==> src/logic/pefm_pkg.sv <==
// How it works
// - Bit 7 feeds irq seven and capture
// - Bit 6 feeds irq six and count
// - Compare outputs C,B,A set pins 5,4,3 value, direction by bit
// - Pins 7-4 input always enabled; irq enable forces it on
// - Transmitter forces pin 1 output, no pull-up
// - Receiver forces pin 0 to input
// - Receiver input pin pulls up on data one
// - Pin 2 clock direction by bit, value by mode
// - External clock used only in synchronous mode
// - Comparator bits disable pin 3,2 digital inputs
// - Programming uses pin 0 in, pin 1 out
// - Test port keeps F7,5,4 pull-ups, even reset
// - Test port takes F7-4; F7 is data in
// - System clock paces all test port pad updates
// - Test data out drives F6 while shifting
// - F bit n is analog channel n
package pefm_pkg;
   // ----------------------------------------------------------
   // Register map (byte addresses)
   // ----------------------------------------------------------
   localparam logic [7:0] PEFM_PE_OUT  = 8'h00; // Port E data
   localparam logic [7:0] PEFM_PE_DIR  = 8'h04; // Port E direction
   localparam logic [7:0] PEFM_PF_OUT  = 8'h08; // Port F data
   localparam logic [7:0] PEFM_PF_DIR  = 8'h0c; // Port F direction
   localparam logic [7:0] PEFM_MISC    = 8'h10; // Disables, pull-up off
   localparam logic [7:0] PEFM_ADC_DIS = 8'h14; // F digital input off
   localparam logic [7:0] PEFM_PE_PIN  = 8'h18; // Port E pin levels
   localparam logic [7:0] PEFM_PF_PIN  = 8'h1c; // Port F pin levels
   // ----------------------------------------------------------
   // Fields and reset values
   // ----------------------------------------------------------
   localparam int         PEFM_MISC_POS = 0;     // Comparator pos disable
   localparam int         PEFM_MISC_NEG = 1;     // Comparator neg disable
   localparam int         PEFM_MISC_PUD = 2;     // Global pull-up disable
   localparam logic [7:0] PEFM_RST8     = 8'h00; // Byte register reset
   localparam logic [7:0] PEFM_JTAG_PU  = 8'hb0; // F7,F5,F4 pull-ups
   localparam logic [7:0] PEFM_JTAG_PIN = 8'hf0; // F7..F4 taken by test
   // ----------------------------------------------------------
   // Carriers
   // ----------------------------------------------------------
   typedef struct packed {
      logic [3:0] irq_en;              // Ext irq enables, 7..4
      logic [2:0] t3_oc_en;            // Compare enables C,B,A
      logic [2:0] t3_oc;               // Compare levels C,B,A
      logic       usart0_tx_enable;    // Transmitter on
      logic       usart0_rx_enable;    // Receiver on
      logic       usart0_mode_select;  // Synchronous mode
      logic       usart0_tx_line;      // Transmit serial data
      logic       usart0_xck_out;      // Clock to drive out
      logic       prog_mode;           // Serial downloading
      logic       serial_prog_data_out;// Programming data out
      logic       jtag_en;             // Test port enabled
      logic       jtag_shift;          // Shifting IR or DR
      logic       jtag_tdo;            // Test data out
   } pefm_periph_s;
   typedef struct packed {
      logic [3:0] ext_irq_src;         // Irq sources 7..4
      logic       timer3_capture_in;   // Capture trigger
      logic       timer3_count_src;    // Counter clock source
      logic       usart0_rx_line;      // Receive data
      logic       usart0_ext_clock;    // External clock in
      logic       serial_prog_data_in; // Programming data in
      logic       jtag_tdi;            // Test data in
      logic       jtag_tms;            // Test mode select
      logic       jtag_tck;            // Test clock
   } pefm_fabric_s;
   typedef struct packed {
      logic [7:0] pu_oe, pu_ov, dd_oe, dd_ov;
      logic [7:0] pv_oe, pv_ov, die_oe, die_ov;
   } pefm_ovr_s;
endpackage

==> src/logic/pefm_mux.sv <==
`timescale 1ns/1ps
`default_nettype none
module pefm_mux (
   input  wire logic                  clk,         // 40 MHz clock
   input  wire logic                  srst,        // Sync reset, high
   input  wire logic [7:0]            address,     // Byte address
   input  wire logic                  read,        // Read request
   input  wire logic                  write,       // Write request
   input  wire logic [3:0]            byteenable,  // Byte lanes
   input  wire logic [31:0]           writedata,   // Write data
   output logic [31:0]                readdata,    // Read data
   output logic                       waitrequest, // Stall
   input  wire pefm_pkg::pefm_periph_s periph,     // Peripheral controls
   output pefm_pkg::pefm_fabric_s     fabric,      // Peripheral inputs
   input  wire logic [7:0]            pe_pad_in,   // Port E pad levels
   output logic [7:0]                 pe_pad_out,  // Port E drive value
   output logic [7:0]                 pe_pad_oe_n, // Port E drive, low on
   output logic [7:0]                 pe_pad_pu,   // Port E pull-ups
   input  wire logic [7:0]            pf_pad_in,   // Port F pad levels
   output logic [7:0]                 pf_pad_out,  // Port F drive value
   output logic [7:0]                 pf_pad_oe_n, // Port F drive, low on
   output logic [7:0]                 pf_pad_pu,   // Port F pull-ups
   output logic [7:0]                 pf_din_off   // F digital path off
);
   import pefm_pkg::*;

   // ----------------------------------------------------------
   // Registers
   // ----------------------------------------------------------
   logic [7:0]  pe_port_r, pe_ddr_r;   // Port E data, direction
   logic [7:0]  pf_port_r, pf_ddr_r;   // Port F data, direction
   logic [2:0]  misc_r;                // Pud, comparator disables
   logic [7:0]  adc_dis_r;             // F digital input disables
   logic        wait_r;                // Waitrequest state
   logic [31:0] rdata_r;               // Read data
   logic        wr_go, rd_go;          // Accepted write, read fetch
   logic        pud;                   // Global pull-up disable

   assign pud   = misc_r[PEFM_MISC_PUD];
   assign wr_go = write & ~wait_r;
   assign rd_go = read & wait_r;

   // ----------------------------------------------------------
   // Avalon slave
   // ----------------------------------------------------------
   // One wait cycle, then accept
   always_ff @(posedge clk) begin
      if (srst) begin
         wait_r <= 1'b1;
      end else begin
         wait_r <= ~((read | write) & wait_r);
      end
   end

   // Write decode, lane 0 only
   always_ff @(posedge clk) begin
      if (srst) begin
         pe_port_r <= PEFM_RST8;
         pe_ddr_r  <= PEFM_RST8;
         pf_port_r <= PEFM_RST8;
         pf_ddr_r  <= PEFM_RST8;
         misc_r    <= PEFM_RST8[2:0];
         adc_dis_r <= PEFM_RST8;
      end else if (wr_go && byteenable[0]) begin
         case (address)
            PEFM_PE_OUT:  pe_port_r <= writedata[7:0];
            PEFM_PE_DIR:  pe_ddr_r  <= writedata[7:0];
            PEFM_PF_OUT:  pf_port_r <= writedata[7:0];
            PEFM_PF_DIR:  pf_ddr_r  <= writedata[7:0];
            PEFM_MISC:    misc_r    <= writedata[2:0];
            PEFM_ADC_DIS: adc_dis_r <= writedata[7:0];
            default: ;    // Unmapped: ignored
         endcase
      end
   end

   logic [7:0] pe_pin_q, pf_pin_q;     // Filtered pad levels

   // Read mux, sampled in the wait cycle
   always_ff @(posedge clk) begin
      if (srst) begin
         rdata_r <= '0;
      end else if (rd_go) begin
         case (address)
            PEFM_PE_OUT:  rdata_r <= {24'h0, pe_port_r};
            PEFM_PE_DIR:  rdata_r <= {24'h0, pe_ddr_r};
            PEFM_PF_OUT:  rdata_r <= {24'h0, pf_port_r};
            PEFM_PF_DIR:  rdata_r <= {24'h0, pf_ddr_r};
            PEFM_MISC:    rdata_r <= {29'h0, misc_r};
            PEFM_ADC_DIS: rdata_r <= {24'h0, adc_dis_r};
            PEFM_PE_PIN:  rdata_r <= {24'h0, pe_pin_q};
            PEFM_PF_PIN:  rdata_r <= {24'h0, pf_pin_q};
            default:      rdata_r <= '0; // Unmapped reads zero
         endcase
      end
   end

   assign waitrequest = wait_r;
   assign readdata    = rdata_r;

   // ----------------------------------------------------------
   // Pad input filter
   // ----------------------------------------------------------
   logic [7:0] pe_s1, pe_s2, pe_s3;    // Port E sync chain
   logic [7:0] pf_s1, pf_s2, pf_s3;    // Port F sync chain

   // Three stages; accept when stages two and three agree
   always_ff @(posedge clk) begin
      if (srst) begin
         {pe_s1, pe_s2, pe_s3} <= '0;
         {pf_s1, pf_s2, pf_s3} <= '0;
         pe_pin_q <= '0;
         pf_pin_q <= '0;
      end else begin
         {pe_s3, pe_s2, pe_s1} <= {pe_s2, pe_s1, pe_pad_in};
         {pf_s3, pf_s2, pf_s1} <= {pf_s2, pf_s1, pf_pad_in};
         pe_pin_q <= (pe_s2 & ~(pe_s2 ^ pe_s3))
                   | (pe_pin_q & (pe_s2 ^ pe_s3));
         pf_pin_q <= (pf_s2 & ~(pf_s2 ^ pf_s3))
                   | (pf_pin_q & (pf_s2 ^ pf_s3));
      end
   end

   // ----------------------------------------------------------
   // Override tables
   // ----------------------------------------------------------
   pefm_ovr_s e_ov, f_ov;              // Port E, Port F overrides
   logic      txen, rxen, jen;         // Shorthands

   assign txen = periph.usart0_tx_enable | periph.prog_mode;
   assign rxen = periph.usart0_rx_enable | periph.prog_mode;
   assign jen  = periph.jtag_en;

   // Port E overrides
   always_comb begin
      e_ov = '0;
      // Pin 5,4,3 values from compare outputs; direction from register
      e_ov.pv_oe[5:3] = periph.t3_oc_en;
      e_ov.pv_ov[5:3] = periph.t3_oc;
      // Interrupt enables force input path on
      e_ov.die_oe[7:4] = periph.irq_en;
      e_ov.die_ov[7:4] = periph.irq_en;
      // Comparator inputs, digital side disabled
      e_ov.die_oe[3] = misc_r[PEFM_MISC_NEG];
      e_ov.die_oe[2] = misc_r[PEFM_MISC_POS];
      // Clock out value in synchronous mode
      e_ov.pv_oe[2] = periph.usart0_mode_select;
      e_ov.pv_ov[2] = periph.usart0_xck_out;
      // Transmit or programming data on pin 1
      e_ov.pu_oe[1] = txen;
      e_ov.dd_oe[1] = txen;
      e_ov.dd_ov[1] = 1'b1;
      e_ov.pv_oe[1] = txen;
      e_ov.pv_ov[1] = periph.prog_mode ?
                      periph.serial_prog_data_out :
                      periph.usart0_tx_line;
      // Receive or programming input on pin 0
      e_ov.pu_oe[0] = rxen;
      e_ov.pu_ov[0] = pe_port_r[0] & ~pud;
      e_ov.dd_oe[0] = rxen;
   end

   // Port F overrides
   always_comb begin
      f_ov = '0;
      // Test port owns F7..F4
      f_ov.pu_oe  = jen ? PEFM_JTAG_PIN : '0;
      f_ov.pu_ov  = jen ? PEFM_JTAG_PU : '0;
      f_ov.dd_oe  = jen ? PEFM_JTAG_PIN : '0;
      f_ov.pv_oe  = jen ? PEFM_JTAG_PIN : '0;
      f_ov.dd_ov[6] = periph.jtag_shift;
      f_ov.pv_ov[6] = periph.jtag_tdo;
      // Analog channels may disable digital inputs
      f_ov.die_oe = adc_dis_r | (jen ? PEFM_JTAG_PIN : '0);
      f_ov.die_ov = jen ? PEFM_JTAG_PU : '0;
   end

   // ----------------------------------------------------------
   // Pin resolution
   // ----------------------------------------------------------
   logic [7:0] e_dir, e_val, e_pu, e_die; // Port E resolved
   logic [7:0] f_dir, f_val, f_pu, f_die; // Port F resolved

   // Override value wins wherever its enable is set
   always_comb begin
      e_dir = (e_ov.dd_oe & e_ov.dd_ov) | (~e_ov.dd_oe & pe_ddr_r);
      e_val = (e_ov.pv_oe & e_ov.pv_ov) | (~e_ov.pv_oe & pe_port_r);
      e_pu  = (e_ov.pu_oe & e_ov.pu_ov)
            | (~e_ov.pu_oe & pe_port_r & ~pe_ddr_r & {8{~pud}});
      e_die = ~e_ov.die_oe | e_ov.die_ov;
      f_dir = (f_ov.dd_oe & f_ov.dd_ov) | (~f_ov.dd_oe & pf_ddr_r);
      f_val = (f_ov.pv_oe & f_ov.pv_ov) | (~f_ov.pv_oe & pf_port_r);
      f_pu  = (f_ov.pu_oe & f_ov.pu_ov)
            | (~f_ov.pu_oe & pf_port_r & ~pf_ddr_r & {8{~pud}});
      f_die = ~f_ov.die_oe | f_ov.die_ov;
   end

   // Registered pad controls; test pull-ups survive reset
   always_ff @(posedge clk) begin
      if (srst) begin
         pe_pad_out  <= '0;
         pe_pad_oe_n <= '1;
         pe_pad_pu   <= '0;
         pf_pad_out  <= '0;
         pf_pad_oe_n <= '1;
         pf_pad_pu   <= jen ? PEFM_JTAG_PU : '0;
         pf_din_off  <= '0;
      end else begin
         pe_pad_out  <= e_val;
         pe_pad_oe_n <= ~e_dir;
         pe_pad_pu   <= e_pu;
         pf_pad_out  <= f_val;
         pf_pad_oe_n <= ~f_dir;
         pf_pad_pu   <= f_pu;
         pf_din_off  <= ~f_die;
      end
   end

   // ----------------------------------------------------------
   // Peripheral inputs
   // ----------------------------------------------------------
   logic [7:0] e_in, f_in;             // Gated digital inputs

   assign e_in = pe_pin_q & e_die;
   assign f_in = pf_pin_q & f_die;

   // Route gated pad levels to the peripherals
   always_ff @(posedge clk) begin
      if (srst) begin
         fabric <= '0;
      end else begin
         fabric.ext_irq_src       <= e_in[7:4];
         fabric.timer3_capture_in <= e_in[7];
         fabric.timer3_count_src  <= e_in[6];
         fabric.usart0_rx_line    <= e_in[0];
         fabric.usart0_ext_clock  <= e_in[2]
                                   & periph.usart0_mode_select;
         fabric.serial_prog_data_in <= e_in[0]
                                     & periph.prog_mode;
         fabric.jtag_tdi          <= f_in[7] & jen;
         fabric.jtag_tms          <= f_in[5] & jen;
         fabric.jtag_tck          <= f_in[4] & jen;
      end
   end
endmodule
`default_nettype wire

==> config.mk <==
export PLATFORM = sky130hd
export DESIGN_NAME = pefm_mux
export DESIGN_NICKNAME = d
export VERILOG_FILES = /design/src/logic/pefm_pkg.sv /design/src/logic/pefm_mux.sv
export SDC_FILE = /design/constraint.sdc
export NUM_CORES = 1
export LEC_CHECK = 0
export BUFFER_PORTS_ARGS = -buffer_cell sky130_fd_sc_hd__buf_2
export CORE_MARGIN = 4
export CORE_UTILIZATION = 40
export CTS_CLUSTER_DIAMETER = 50
export DETAILED_ROUTE_END_ITERATION = 8
export PLACE_DENSITY = 0.62
export SLEW_MARGIN = 20
export SYNTH_ARGS = -nofsm -noshare
export SYNTH_HDL_FRONTEND = slang
export SYNTH_SLANG_ARGS = --single-unit
export TNS_END_PERCENT = 5
==> constraint.sdc <==
create_clock -name clk -period 3 [get_ports clk]
set_input_delay 0.6 -clock clk [delete_from_list [all_inputs] [get_ports clk]]
set_output_delay 0.6 -clock clk [all_outputs]
set_load 0.05 [all_outputs]
# Yosys cells after proc, flatten, opt, wreduce, memory -nomap -nowiden
# Index checks and enable logic that the tools add are counted.
# W data, S select, Z words.
# word_totals
regBits	208
wordCells	112
# op_classes
eq_ne	7
mux	5
bitwise	60
reduce_logical	8
# op_table
op	n
$and A8 B8 Y8	16
$not A8 Y8	10
$or A8 B8 Y8	8
$pmux W8 S8	1
$eq A8 B5 Y1 const B	4
$mux W8	3
$and A8 B7 Y8	2
$eq A8 B4 Y1 const B	2
$or A2 B8 Y8	2
$xor A8 B8 Y8	2
$reduce_and A2 Y1	6
$and A1 B1 Y1	9
$eq A8 B3 Y1 const B	1
$logic_not A8 Y1	1
$not A2 Y8	1
$not A6 Y8	1
$or A6 B8 Y8	1
$and A6 B6 Y6	1
$not A1 Y1	3
$or A1 B1 Y1	3
$and A2 B1 Y2	1
$logic_and A1 B1 Y1	1
$mux W1	1

# Depth between registers and ports, before layout
# logic_depth
ltp_word	7
ltp_mapped	7

# Least setup slack after synthesis
# OpenSTA, ideal clock, no wires.
# synth_path
kind	input -> register
start	in address[5]
end	reg pe_ddr_r[7]
t_arrival_ns	2.167
path_slack_ns	0.705
path_stages	5
cell_sequence	or4_4 -> or4_2 -> buf_2 -> mux2i_1 -> nor2_1
# synth_via
elab_chain_len	2
# synth_rtl
element	line_no	rtl
from (decl)	pefm_mux.sv:6	input wire logic [7:0] address,
$eq A8 B3 Y1	pefm_mux.sv:65	case (address)
$reduce_and A2 Y1 (no source line)	--	
to (signal assigned)	pefm_mux.sv:67	PEFM_PE_DIR: pe_ddr_r <= writedata[7:0];
to (decl)	pefm_mux.sv:30	logic [7:0] pe_port_r, pe_ddr_r;
# Every way passes these cells.
# A chain may end at the register's enable or synchronous reset.

# Final worst setup path
# layout_path
start	in address[5]
end	reg pe_ddr_r[6]
# Same word-level chain as after synthesis.

==> run summary <==
status - completed
dpl cell area - 6990 um2
number of synthesized flops with an enable pin - 0
R2R depth - 4
Area Overhead vs Synth - 22.4%
CTS buffer count - 17
Leak - 3.35 nW
Worst Path Max Fanout - 14
reg-to-reg startpoint - waitrequest
DRT Pass-1 Iters - 4
Remaining Overflow, GRT - 0
die area - 17700 um2
initial antenna violation count - 2
DR DRC count - 0
Netlist cell types - 39
Avg Cell Area, Syn - 10.7 um2
YS warnings - 0
Post-Route Skew - 7.49 ps
Max Cap Viol - 0
CTS hold repair buffers - 0
clock sink total - 182
Initial Utilization - 40.9%
Final Instance Area - 7640 um2
Worst-Skew Late Latency - 430 ps
ANT nets after route - 0
hold endpoint - pe_s1[5]
final period utilization - 75.6%
Final HPWL DP - 9930 um
Die Wd - 133 um
Total Routing Usage GR - 16.1%
dpl cells - 900
GP Congestion - 0.846
root buffer selected by CTS - clkbuf_16
via count - 4418
Max Root-Sink Buffers - 2
mapped cell area - 6240 um2
vias in the first global route - 4310
Peak Freq - 0.441 GHz
Routed WL per cell - 15.0 um
CTS-repair resized insts - 0
Synth Register Bits - 182
Critical Path AT - 2570 ps
layout cells sized above 1 - 28.3%
CP Data Required Time - 3300 ps
IO Port Bufs - 129
first-pass GRT wire length - 22400 um
maximum vdd drop - 0.368 mV
row cnt - 45
sequential area share after synthesis - 58.4%
Max Slew Vio Count - 0
Setup-failing EPs final - 0
core area - 15300 um2
ys async rst share - 0%
Gate Count Post-Synth - 583
final std cells w/o fill - 933
Tmin final - 2270 ps
power per cell area - 674 nW/um2
FF-to-FF End - pe_ddr_r[6]
Min-Delay Startpoint - pe_pad_in[5]
Rel. slew slack - 54.7%
DR iter-0 viols - 294
# IOs - 185
RSZ-0062 raised after global routing - no
hold path depth - 2
Primary FF master, synth - dfxtp_1
largest net degree at the start of global routing - 60
H-tree levels - 4
worst slew pin tran - 679 ps
nets - 792
Worst Setup Start Kind - input port
Vias/cell - 4.74
Hold Path Class - in -> reg
Setup crit end kind - flip-flop
DRT Wirelength - 14000 um
final hold vios - 0
post-layout util - 50.0%
clk slew on worst S/H paths - 70 ps
Setup TNS Final - 0 ps
critical path type - in -> reg
internal reg-to-reg setup slack - 970 ps
setup bufs post-CTS - 0
CTS tree - built
Die Ht - 133 um
-- synthesized netlist by cell type (8+ instances only) --
cell	n	share of area, %
a21oi_1	19	1.5
and2_1	11	1.1
buf_4	27	3.2
clkbuf_1	19	1.1
dfxtp_1	182	58
inv_1	9	0.54
mux2i_1	43	6.9
mux4_2	8	2.9
nand2_1	52	3.1
nand3_1	10	0.80
nor2_1	33	2.0
nor2b_1	64	6.4
nor3b_1	10	1.2
o21ai_0	35	2.8
-- cells by family after synthesis --
kind of cell / share of synthesized area, %
and+or+nand+nor: 17.6
buffers and inverters: 5.90
DFF: 58.4
other: 0.0601
muxes: 10.9
AOI/OAI and AO/OA: 7.20
-- worst max-delay path, cell delays in order --
cell and delay [ps]:
buf_2 100, or4_4 640, or4_2 920, mux2i_1 250, nor2_1 50
-- layout by cell type (no fill, tap or decap), types with 2 or more instances in the layout --
cell / instances
nand2_1: 52
a31o_2: 3
nand3b_1: 3
buf_2: 128
nor2_1: 33
o221a_2: 3
nor2b_1: 64
and2_1: 11
inv_6: 4
mux4_2: 8
clkinvlp_4: 4
or2_2: 2
bufinv_16: 4
mux2_2: 6
inv_1: 9
o41ai_1: 3
a22o_1: 2
dfxtp_1: 182
conb_1: 24
buf_4: 13
nor3b_1: 10
inv_8: 2
a21oi_1: 19
or4_2: 4
clkbuf_16: 17
a2111oi_0: 3
or3b_2: 3
a221oi_1: 3
mux2i_1: 43
o21ai_0: 35
nor3_1: 2
nand3_1: 10
a22oi_1: 3
-- final cells by class --
cell class              count  area [um2]
fillers                  1365        7620
flip-flops and latches    182        3640
multi-input cells         357        2310
repair buffers            141         738
clock buffers              17         425
well taps                 211         264
clock inverters            15         216
inverters                   9        33.8
diodes                      1        2.50
-- metrics by stage --
step	total power [W]	hold slack [ps]	worst slack, ps
after CTS	0.00520	353	725
final	0.00515	369	732
after detailed placement	0.00282	400	278
after global routing	0.00533	359	681
after floorplan	0.00276	380	705
after global placement	0.00281	400	317
-- how the worst max path moves through the flow --
stage / from / end / cells past startpoint / slack (ps)
6_report: address[5] / pe_ddr_r[6] / 5 / 730
5_1_grt: address[5] / pf_ddr_r[7] / 5 / 680
4_1_cts: address[5] / pe_ddr_r[6] / 5 / 730
3_5_place_dp: address[5] / pe_ddr_r[6] / 5 / 280
3_3_place_gp: address[5] / pe_ddr_r[7] / 5 / 320
2_1_floorplan: address[5] / pe_ddr_r[7] / 5 / 710
-- registers in the layout, indices dropped and copies added, names as in the netlist, named ones only --
register,count
pe_s1,8
pe_pad_oe_n,8
pe_port_r,8
fabric,10
waitrequest,1
pf_pad_pu,8
pf_pad_out,8
pe_ddr_r,8
pf_ddr_r,8
pe_pad_out,8
pf_s2,8
readdata,8
pf_din_off,8
pf_pad_oe_n,8
pe_pad_pu,8
pe_s3,8
pf_port_r,8
pf_s3,8
adc_dis_r,8
pf_s1,8
pe_s2,8
misc_r,3
-- metal layers --
metal  wire, um  GRT usage, %
met1       6260          20.6
met2       6390          24.7
met3       1090          6.05
met4        230          6.29
met5         13             0
-- where the power goes --
group	leakage (nW)	switching (W)	internal [W]	total, W
clock	0.301	0.000968	0.00142	0.00238
combinational	1.57	0.000213	0.0000816	0.000295
sequential	1.48	0.0000137	0.00245	0.00247
total	3.35	0.00119	0.00395	0.00515
Power figures use the tool's default switching activity.
